==> src/adc_seq_pkg.sv <==
package adc_seq_pkg;
   // ==========================================================
   // register byte offsets (APB, one word each)
   localparam logic [7:0] OFF_CTRL1  = 8'h00;
   localparam logic [7:0] OFF_CTRL2  = 8'h04;
   localparam logic [7:0] OFF_CTRL4  = 8'h08;
   localparam logic [7:0] OFF_STATUS = 8'h0c;
   localparam logic [7:0] OFF_RESULT = 8'h10;
   localparam logic [7:0] OFF_DMAADR = 8'h14;
   localparam logic [7:0] OFF_INPUT  = 8'h18;
   // ==========================================================
   // ctrl1 field positions
   localparam int B_SAMPLE  = 1;
   localparam int B_AUTO    = 2;
   localparam int B_SIMSEL  = 3;
   localparam int B_ORDER   = 12;
   localparam int B_MODON   = 15;
   localparam int B_TRIG_LO = 5;
   localparam int B_TRIG_HI = 7;
   // ctrl2 field positions
   localparam int B_SPI_LO  = 2;
   localparam int B_SPI_HI  = 5;
   localparam int B_CHC_LO  = 8;
   localparam int B_CHC_HI  = 9;
   localparam int B_IRQEN   = 0;
   // ctrl4 field positions
   localparam int B_DEP_LO  = 0;
   localparam int B_DEP_HI  = 2;
   // status bits
   localparam int B_DONE    = 0;
   localparam int B_BUSY    = 1;
   localparam int B_IRQ     = 2;
   // ==========================================================
   // trigger code that converts on a software sample clear
   localparam logic [2:0] TRIG_MANUAL = 3'h0;
   // timing: conversion length in ns, cycles at 4 ns
   localparam int CONV_NS  = 400;
   localparam int CLK_NS   = 4;
   localparam int CONV_CYC = (CONV_NS + CLK_NS - 1) / CLK_NS;
   // reset values
   localparam logic [15:0] RESULT_RST = 16'h0000;
endpackage : adc_seq_pkg

==> src/div_counter.sv <==
`timescale 1ns/1ps
// wrapping counter, emits wrap pulse when it rolls over at limit
module div_counter #(
   parameter int W = 4
) (
   // clock and reset
   input  wire logic         ref_clk,
   input  wire logic         rst_n,
   // control
   input  wire logic         clr,
   input  wire logic         inc,
   input  wire logic [W-1:0] limit,
   // state
   output logic      [W-1:0] count,
   output logic              wrap
);
   typedef struct packed {
      logic [W-1:0] cnt;
   } st_type;
   st_type st_reg;
   st_type st_next;

   // wrap at or past the limit, so a limit lowered under the count
   // recovers on the next bump instead of running round the full range
   assign wrap  = inc && (st_reg.cnt >= limit);
   assign count = st_reg.cnt;

   // ==========================================================
   // next-state
   always_comb begin
      st_next = st_reg;
      if (clr) begin
         st_next.cnt = '0;
      end else if (inc) begin
         st_next.cnt = wrap ? '0 : st_reg.cnt + 1'b1;
      end
   end

   always_ff @(posedge ref_clk) begin
      if (!rst_n) begin
         st_reg <= '0;
      end else begin
         st_reg <= st_next;
      end
   end
endmodule : div_counter

==> src/adc_seq_ctrl.sv <==
`timescale 1ns/1ps
// Functional notes
// - done flag sets when conversion finishes
// - idle after reset or off shows sample and done both zero
// - interrupt every seq_per_irq+1 sequences
// - each conversion overwrites result_word
// - sequential select: one sample per result
// - simultaneous: channels per sample results
// - conv_irq_enable and module on gate the interrupt
// - manual sample clear converts if trigger 000
// - auto arm clear stops further restarts
// - module off aborts, result kept
// - single read-only result word
// - dma request on each conversion result
// - order mode gives plain result address
// - scatter address from input and block
// - block depth from per_input_depth
// - pointer clears on enable, wraps at depth
// - pointer advances every seq_per_irq+1
// - order mode holds the pointer, same word for every result
// - auto arm starts sampling, trigger converts
module adc_seq_ctrl
   import adc_seq_pkg::*;
#(
   parameter int DW = 16,
   parameter int IW = 5
) (
   // clock and reset
   input  wire logic          ref_clk,
   input  wire logic          rst_n,
   // apb slave
   input  wire logic          psel,
   input  wire logic          penable,
   input  wire logic          pwrite,
   input  wire logic [7:0]    paddr,
   input  wire logic [31:0]   pwdata,
   output logic      [31:0]   prdata,
   output logic               pready,
   output logic               pslverr,
   // converter front end
   input  wire logic          conv_trigger,
   input  wire logic [DW-1:0] conv_data,
   input  wire logic [IW-1:0] input_index,
   // dma and interrupt
   output logic               dma_req,
   output logic      [15:0]   dma_addr,
   output logic               conv_irq
);
   import adc_seq_pkg::*;

   typedef enum logic [2:0] {
      S_IDLE   = 3'b001,
      S_SAMPLE = 3'b010,
      S_CONV   = 3'b100
   } phase_type;

   typedef struct packed {
      phase_type     ph;
      logic          on;
      logic          arm;
      logic          simsel;
      logic          order;
      logic [2:0]    trig;
      logic [3:0]    spi;
      logic [1:0]    chc;
      logic          irqen;
      logic [2:0]    depth;
      logic          done;
      logic          irq;
      logic          dreq;
      logic [15:0]   daddr;
      logic [DW-1:0] result;
      logic [7:0]    ccnt;
      logic [1:0]    chn;
      logic [IW-1:0] lastin;
      logic [31:0]   rdata;
   } st_type;

   st_type st_reg;
   st_type st_next;

   logic       wr;
   logic       rd;
   logic       seq_end;
   logic [3:0] seq_cnt;
   logic       seq_wrap;
   logic [6:0] blk_ptr;
   logic       blk_wrap;
   logic [6:0] blk_lim;
   logic       on_rise;
   logic       map_hit;

   assign wr = psel && penable && pwrite;
   assign rd = psel && !penable && !pwrite;
   assign map_hit = (paddr <= OFF_INPUT) && (paddr[1:0] == 2'h0);
   // zero wait states, unmapped addresses flag an error
   assign pready  = 1'b1;
   assign pslverr = psel && penable && !map_hit;
   assign prdata  = st_reg.rdata;

   // last channel of a sequence ends it
   assign seq_end = (st_reg.ph == S_CONV) && (st_reg.ccnt == 8'h00) &&
                    (st_reg.simsel ? (st_reg.chn == st_reg.chc) : 1'b1);
   // enable edge restarts the block pointer
   assign on_rise = wr && (paddr == OFF_CTRL1) && pwdata[B_MODON] &&
                    !st_reg.on;
   // depth code n means 2**n words, pointer limit is one less
   assign blk_lim = 7'((8'h01 << st_reg.depth) - 8'h01);

   // ==========================================================
   // sequence counter: interrupt interval
   div_counter #(.W(4)) u_seq (
      .ref_clk (ref_clk),
      .rst_n   (rst_n),
      .clr     (on_rise),
      .inc     (seq_end),
      .limit   (st_reg.spi),
      .count   (seq_cnt),
      .wrap    (seq_wrap)
   );

   // block pointer, stepped every seq_per_irq+1 sequences, held in order mode
   div_counter #(.W(7)) u_blk (
      .ref_clk (ref_clk),
      .rst_n   (rst_n),
      .clr     (on_rise),
      .inc     (seq_wrap && !st_reg.order),
      .limit   (blk_lim),
      .count   (blk_ptr),
      .wrap    (blk_wrap)
   );

   // ==========================================================
   // next-state: registers, sequencer, result and dma
   always_comb begin
      st_next      = st_reg;
      st_next.dreq = 1'b0;
      st_next.irq  = 1'b0;
      // register writes
      if (wr && paddr == OFF_CTRL1) begin
         st_next.on     = pwdata[B_MODON];
         st_next.arm    = pwdata[B_AUTO];
         st_next.simsel = pwdata[B_SIMSEL];
         st_next.order  = pwdata[B_ORDER];
         st_next.trig   = pwdata[B_TRIG_HI:B_TRIG_LO];
      end
      if (wr && paddr == OFF_CTRL2) begin
         st_next.spi   = pwdata[B_SPI_HI:B_SPI_LO];
         st_next.chc   = pwdata[B_CHC_HI:B_CHC_LO];
         st_next.irqen = pwdata[B_IRQEN];
      end
      if (wr && paddr == OFF_CTRL4) begin
         st_next.depth = pwdata[B_DEP_HI:B_DEP_LO];
      end
      // sequencer
      case (st_reg.ph)
         S_IDLE: begin
            // software sample start, or auto arm
            if (st_next.on && (st_next.arm ||
                (wr && paddr == OFF_CTRL1 && pwdata[B_SAMPLE]))) begin
               st_next.ph   = S_SAMPLE;
               st_next.done = 1'b0;
            end
         end
         S_SAMPLE: begin
            if (wr && paddr == OFF_CTRL1 && !pwdata[B_SAMPLE] &&
                !st_reg.arm) begin
               // manual clear ends sampling; converts on code 000
               st_next.ph = (st_reg.trig == TRIG_MANUAL) ?
                            S_CONV : S_IDLE;
            end else if (st_reg.trig != TRIG_MANUAL && conv_trigger) begin
               st_next.ph = S_CONV;
            end
            st_next.ccnt = 8'(CONV_CYC - 1);
            st_next.chn  = 2'h0;
         end
         S_CONV: begin
            if (st_reg.ccnt != 8'h00) begin
               st_next.ccnt = st_reg.ccnt - 8'h01;
            end else begin
               // each result overwrites the single word
               st_next.result = conv_data;
               st_next.lastin = input_index;
               st_next.dreq   = 1'b1;
               // order mode: same address as the stand-alone word
               st_next.daddr  = st_reg.order ? 16'(OFF_RESULT)
                              : 16'({input_index, 7'h00} >>
                                 (3'h7 - st_reg.depth)) |
                                16'(blk_ptr);
               if (st_reg.simsel && st_reg.chn != st_reg.chc) begin
                  // simultaneous: one result per held channel
                  st_next.chn  = st_reg.chn + 2'h1;
                  st_next.ccnt = 8'(CONV_CYC - 1);
               end else begin
                  // sequence end: sequential result or last held channel
                  st_next.done = 1'b1;
                  st_next.ph   = st_reg.arm ? S_SAMPLE : S_IDLE;
                  st_next.irq  = seq_wrap && st_reg.irqen;
               end
            end
         end
         default: st_next.ph = S_IDLE;
      endcase
      // module off aborts whatever runs, result left alone
      if (!st_next.on) begin
         st_next.ph     = S_IDLE;
         st_next.result = st_reg.result;
         st_next.dreq   = 1'b0;
         st_next.irq    = 1'b0;
         st_next.done   = 1'b0;
      end
      // read mux, captured in the setup phase
      st_next.rdata = 32'h0;
      if (rd) begin
         case (paddr)
            OFF_CTRL1:  st_next.rdata = 32'({st_reg.on, 2'h0,
                           st_reg.order, 4'h0, st_reg.trig, 1'b0,
                           st_reg.simsel, st_reg.arm,
                           st_reg.ph == S_SAMPLE, st_reg.done});
            OFF_CTRL2:  st_next.rdata = 32'({st_reg.chc, 2'h0,
                           st_reg.spi, 1'b0, st_reg.irqen});
            OFF_CTRL4:  st_next.rdata = 32'(st_reg.depth);
            OFF_STATUS: st_next.rdata = 32'({seq_cnt,
                           st_reg.ph == S_SAMPLE || st_reg.ph == S_CONV,
                           st_reg.done});
            OFF_RESULT: st_next.rdata = 32'(st_reg.result);
            OFF_DMAADR: st_next.rdata = 32'({blk_ptr, st_reg.daddr});
            OFF_INPUT:  st_next.rdata = 32'(st_reg.lastin);
            default:    st_next.rdata = 32'h0;
         endcase
      end
   end

   assign dma_req  = st_reg.dreq;
   assign dma_addr = st_reg.daddr;
   assign conv_irq = st_reg.irq;

   // ==========================================================
   // state register
   always_ff @(posedge ref_clk) begin
      if (!rst_n) begin
         st_reg        <= '0;
         st_reg.ph     <= S_IDLE;
         st_reg.result <= DW'(RESULT_RST);
      end else begin
         st_reg <= st_next;
      end
   end

   // window for one channel: counter length plus a cycle of slack
   localparam int CONV_WIN = CONV_CYC + 1;
endmodule : adc_seq_ctrl

==> config.mk <==
export PLATFORM = sky130hd
export DESIGN_NAME = adc_seq_ctrl
export DESIGN_NICKNAME = d
export VERILOG_FILES = /design/src/adc_seq_pkg.sv /design/src/div_counter.sv /design/src/adc_seq_ctrl.sv
export SDC_FILE = /design/constraint.sdc
export NUM_CORES = 1
export LEC_CHECK = 0
export ABC_AREA = 1
export BUFFER_PORTS_ARGS = -buffer_cell sky130_fd_sc_hd__buf_2
export CELL_PAD_IN_SITES_DETAIL_PLACEMENT = 2
export CELL_PAD_IN_SITES_GLOBAL_PLACEMENT = 2
export CORE_ASPECT_RATIO = 1.4
export CORE_MARGIN = 2
export CORE_UTILIZATION = 27
export CTS_CLUSTER_SIZE = 14
export DETAILED_ROUTE_END_ITERATION = 8
export GPL_TIMING_DRIVEN = 0
export PLACE_DENSITY_LB_ADDON = 0.2
export SLEW_MARGIN = 20
export SYNTH_ARGS = -nofsm -noshare
export SYNTH_HDL_FRONTEND = slang
export SYNTH_SLANG_ARGS = --single-unit
==> constraint.sdc <==
create_clock -name ref_clk -period 2.84 [get_ports ref_clk]
set_clock_uncertainty 0.1 [all_clocks]
set_input_delay 0.142 -clock ref_clk [delete_from_list [all_inputs] [get_ports ref_clk]]
set_output_delay 0.142 -clock ref_clk [all_outputs]
set_load 0.02 [all_outputs]
# After elaboration in Yosys (flattened, before gate mapping)

Index checks and enable logic that the tools add are counted.

Bits in registers: 113
Bits in latches: 0
Memory bits (writable): 0
Memory bits (read-only): 0
Input bits: 67
Output and inout port bits: 52
Logic and storage cells: 127
Memories kept: 0

$add $sub $neg: 6
$mul: 0
Divide/modulo/power cells: 0
Order comparisons: 3
Equal/unequal tests: 17
Shift operators: 2
Muxes and demuxes: 22
Bitwise gates (word level): 5
Reduce and logical (&&, ||, !) cells: 51

Operators with widths:

| kind                                                                  | count |
|---|---|
| 23-bit case mux with 7 select lines                                   | 1 |
| 35-bit 2-to-1 mux                                                     | 1 |
| 8-bit by 5-bit equality test with 1-bit output, second input constant | 3 |
| 1-bit logical AND                                                     | 23 |
| 7-bit 2-to-1 mux                                                      | 3 |
| 10-bit case mux with 2 select lines                                   | 1 |
| 3-bit 2-to-1 mux                                                      | 6 |
| 8-bit by 4-bit equality test with 1-bit output, second input constant | 2 |
| 8-bit zero test                                                       | 2 |
| 16-bit 2-to-1 mux                                                     | 1 |
| 16-bit by 7-bit bitwise OR with 16-bit output                         | 1 |
| 12-bit by 3-bit right shift with 16-bit output                        | 1 |
| 10-bit 2-to-1 mux                                                     | 1 |
| 3-bit case mux with 3 select lines                                    | 1 |
| 3-bit AND reduction                                                   | 3 |
| 8-bit by 3-bit equality test with 1-bit output, second input constant | 1 |
| 8-bit by 5-bit <= comparator with 1-bit output, second input constant | 1 |
| 8-bit 2-to-1 mux                                                      | 1 |
| 2-bit AND reduction                                                   | 4 |
| 4-bit AND reduction                                                   | 2 |
| 8-bit nonzero test                                                    | 1 |
| 8-bit by 1-bit subtractor with 8-bit output, second input constant    | 1 |
| 7-bit by 1-bit adder with 7-bit output, second input constant         | 1 |
| 7-bit >= comparator                                                   | 1 |
| other kinds (28)                                                      | 43 |

# Logic depth before layout (Yosys ltp)

Depth in word-level cells: 8
Depth in mapped cells: 14
Mapped depth without buffers: 12

# Hierarchy

From an unflattened synthesis, not the netlist that was laid out.

Cell total of the unflattened synthesis: 751
Area, all modules: 5,383.9 um^2

Modules (own cells, without submodules):

| module              | instances | cells an instance | area an instance (um^2) | sequential area each (um^2) |
|---|---|---|---|---|
| adc_seq_ctrl        | 1         | 634               | 4,549.4                 | 1,781.7 |
| div_counter (u_blk) | 1         | 71                | 516.7                   | 140.1 |
| div_counter (u_seq) | 1         | 46                | 317.8                   | 80.1 |

# Least setup slack after synthesis

No wires, ideal clock.

Kind: register -> register
From: register st_reg[83] (netlist bit)
To: register u_blk.st_reg (netlist bit u_blk.count[2])
Arrival time: 2.677 ns
Path slack: -0.007 ns
Stages on the path, launching flop included: 15
Clock period less this slack: 2.847 ns
Cells stage by stage: dfxtp_1 -> buf_2 -> inv_1 -> clkbuf_1 -> nand3_1 -> ha_1 -> o21ai_0 -> a21oi_1 -> xor2_1 -> ha_1 -> a21oi_1 -> o21ai_0 -> a211oi_1 -> nand3_1 -> a21oi_1

Longest elaborated chain between the ends: 5

Ends and longest elaborated chain:

| element                                     | RTL line            | RTL |
|---|---|---|
| start, declared                             | adc_seq_ctrl.sv:79  | `st_type st_reg;` |
| start signal, assigned                      | adc_seq_ctrl.sv:246 | `st_reg <= st_next;` |
| 1-bit by 3-bit << shifter with 7-bit output | adc_seq_ctrl.sv:108 | `assign blk_lim = 7'((8'h01 << st_reg.depth) - 8'h01);` |
| 7-bit by 1-bit subtractor with 7-bit output | adc_seq_ctrl.sv:108 |  |
| 7-bit >= comparator                         | div_counter.sv:25   | `assign wrap = inc && (st_reg.cnt >= limit);` |
| 1-bit logical AND                           | div_counter.sv:25   |  |
| 7-bit 2-to-1 mux                            | div_counter.sv:35   | `st_next.cnt = wrap ? '0 : st_reg.cnt + 1'b1;` |
| end signal, assigned                        | div_counter.sv:43   | `st_reg <= st_next;` |
| end, declared                               | div_counter.sv:20   | `st_type st_reg;` |

No other way between the ends.
A chain may end at the register's enable or synchronous reset.

# Final worst setup path

From: register st_reg[83] (netlist bit)
To: register u_blk.st_reg (netlist bit u_blk.count[6])

The elaborated chain is that of the path after synthesis.

==> run metrics <==
WL/cell 17.7 µm; ratio of cells with drive above 1 in the final layout 0.220; Ys Warns 0; Remaining DRCs 0; total CTS buffers 9; number of global-route vias before repair 5847; DR WL met3 476 µm; power per cell area 444 mW/mm²; Fin Hold WS 0.0236 ns; most used cell, CP a21oi_2; uppermost routed layer met4; antenna violations before repair 0; Mapped Cells 719; Net Switching 0.680 mW; Top FF cell, synth dfxtp_1; Clk pin slew, worst setup/hold paths 0.08 ns; CTS Root Cell clkbuf_16; CTS tree built; register area share after synthesis 0.383; status complete, no violations; Logic pwr share 0.058; most frequent cells in the layout nand2_1 (127), dfxtp_1 (99), buf_2 (87), nor2_1 (76), inv_1 (75); n_diodes 0; synthesized flop and latch total 100; crit path kind flip-flop to flip-flop; Worst Max-Slew Pin Slew 0.642 ns; H-tree depth 3; Syn Area/Cell 7.27 µm²; Setup TNS 0 ns; CTS Buffer Depth 2; final hold vios 0; Die Y 169 µm; cell breakdown of the critical path buf_6 > inv_4 > buf_8 > nand3_1 > ha_2 > o21ai_2 > a21oi_2 > xor2_1 > ha_1 > a21oi_1 > o21ai_1 > a211oi_2 > buf_4 > nand3b_1 > a21oi_2; via count 5187; critical path fanouts, max 10; Placed Cells 1063; MaxCap Viol Count 0; first-pass GRT wire length 31.1 mm; Synth area leaders dfxtp_1 (38%), nand2_1 (9.1%), buf_4 (7.0%); worst-path cell with the longest stage delay dfxtp_1; hold crit path type primary input to flip-flop; Ports 119; Initial Util 0.274; most common cell after layout, fill and taps aside nand2_1; Core Area 0.0191 mm²; endpoints failing setup 0; final design utilization 0.349; EDFF count, synth 0; CP max stage delay 0.33 ns; routed wire length 19.5 mm; GP Congestion 0.818; area leader, netlist dfxtp_1; FFs w/ async S/R, synth 0; Final ANT Viol Nets 0; die area 0.0205 mm²; aggregate global-route resource usage 0.198; DRT iter0 DRCs 180; clock share of power 0.467; Lkg Pwr 2.92 nW; Startpoint Class flip-flop; router iterations before antenna repair 5; Int Pwr 2.27 mW; Max VDD drop 0.324 mV; Critical Path Sink Type flip-flop; dpl hpwl 15.6 mm; Nets 936; top cell type's share of synthesized area 0.383; Slew headroom 0.572; CP Data Arrival Time 2.85 ns; post-route insts no fill 1106; max-slew violation count 0; routed vias/inst 4.69; grt ovf 0; Clk Latency, worst-skew pair 0.36 ns; Port Buffer Count 84; power share of the sequential group 0.475; max FFs per register 52; area grow syn2layout 27.4%; M1 WL 7.82 mm; clock sinks 100; Tcrit/Tclk final 0.939; FP Rows 60; Die W 122 µm; largest net degree at the start of global routing 17; Distinct cells, synth 42; synthesized cell area 0.00523 mm²; Switching Fraction 0.231; min Tclk post-route 2.67 ns; worst path required time 3.03 ns; Met2 Routed Length 10.8 mm; fmax 0.375 GHz
[through the flow]
step	power [mW]	worst slack (ns)	area (µm²)
final	2.95	0.174	6660
after global routing	3.07	-0.0408	6660
after CTS	2.99	0.0123	6620
after detailed placement	1.58	-0.532	6010
after global placement	1.57	-0.301	6010
after floorplan	1.51	0.170	5280
[layout make-up]
class | count | area, µm²
well taps | 248 | 310
flip-flops and latches | 100 | 2000
clock inverters | 5 | 85.1
plain buffers | 68 | 484
fillers | 2286 | 12400
multi-input cells | 483 | 2520
repair buffers | 113 | 706
clock buffers | 10 | 239
inverters | 79 | 307
[power groups by stage]
stage          clock network, mW  logic [mW]  registers, mW
2_1_floorplan                  0      0.0734           1.43
3_3_place_gp                   0       0.138           1.43
3_5_place_dp                   0       0.142           1.43
4_1_cts                     1.42       0.171           1.40
5_1_grt                     1.48       0.188           1.40
6_report                    1.38       0.172           1.40
[worst max-delay path: cells and delay by family, from the launching register on]
family / cells / cell delay (ns)
AO/OA/AOI/OAI: 6 / 0.83
buffers and inverters: 4 / 0.51
adder cells (fa/ha/maj): 2 / 0.48
flip-flops: 1 / 0.33
AND/OR/NAND/NOR: 2 / 0.19
XOR/XNOR: 1 / 0.17
[final timing paths]
check	slack (ns)	endpoint	depth (start not counted)	from
worst max-delay path	0.17	u_blk.count[6]	15	st_reg[83]
worst min-delay path	0.02	st_reg[50]	3	conv_data[3]
worst max register to register	0.17	u_blk.count[6]	15	st_reg[83]
worst min register to register	0.37	prdata[14]	2	st_reg[61]
[per-layer routing]
metal  GRT usage  vias up
met1       0.217     2530
met4      0.0705        0
li1            -     2552
met5           0        -
met3      0.0192       20
met2       0.387       85
[cells in the mapped netlist (all sizes together), types with 2 or more instances]
library cell,instances
a211oi,3
a21boi,2
a21oi,61
a31oi,6
buf,55
clkbuf,14
conb,2
dfxtp,100
ha,15
inv,78
nand2,133
nand3,40
nand3b,4
nand4,6
nor2,84
nor3,16
o211ai,3
o21ai,67
o22ai,5
xnor2,2
xor2,15
[cell families (layout without fill, tap and decap cells)]
logic type	count (synthesis)	count (layout)	synth area share
XOR/XNOR	17	17	0.0285
other	2	14	0.00144
flip-flops	100	100	0.383
AND/OR/NAND/NOR	286	286	0.250
buffers and inverters	148	275	0.147
adder cells (fa/ha/maj)	15	15	0.0359
AO/OA/AOI/OAI	151	151	0.154
[repair_timing]
| action | in CTS | in global routing |
|---|---|---|
| setup buffers | 1 | 1 |
| endpoints found under the setup margin | 7 | 7 |
| pin swaps | 1 | 2 |
| hold buffers | 27 | 0 |
| resized for setup | 9 | 11 |
| endpoints found under the hold margin | 28 | 0 |
(Power assumes the default switching activity.)
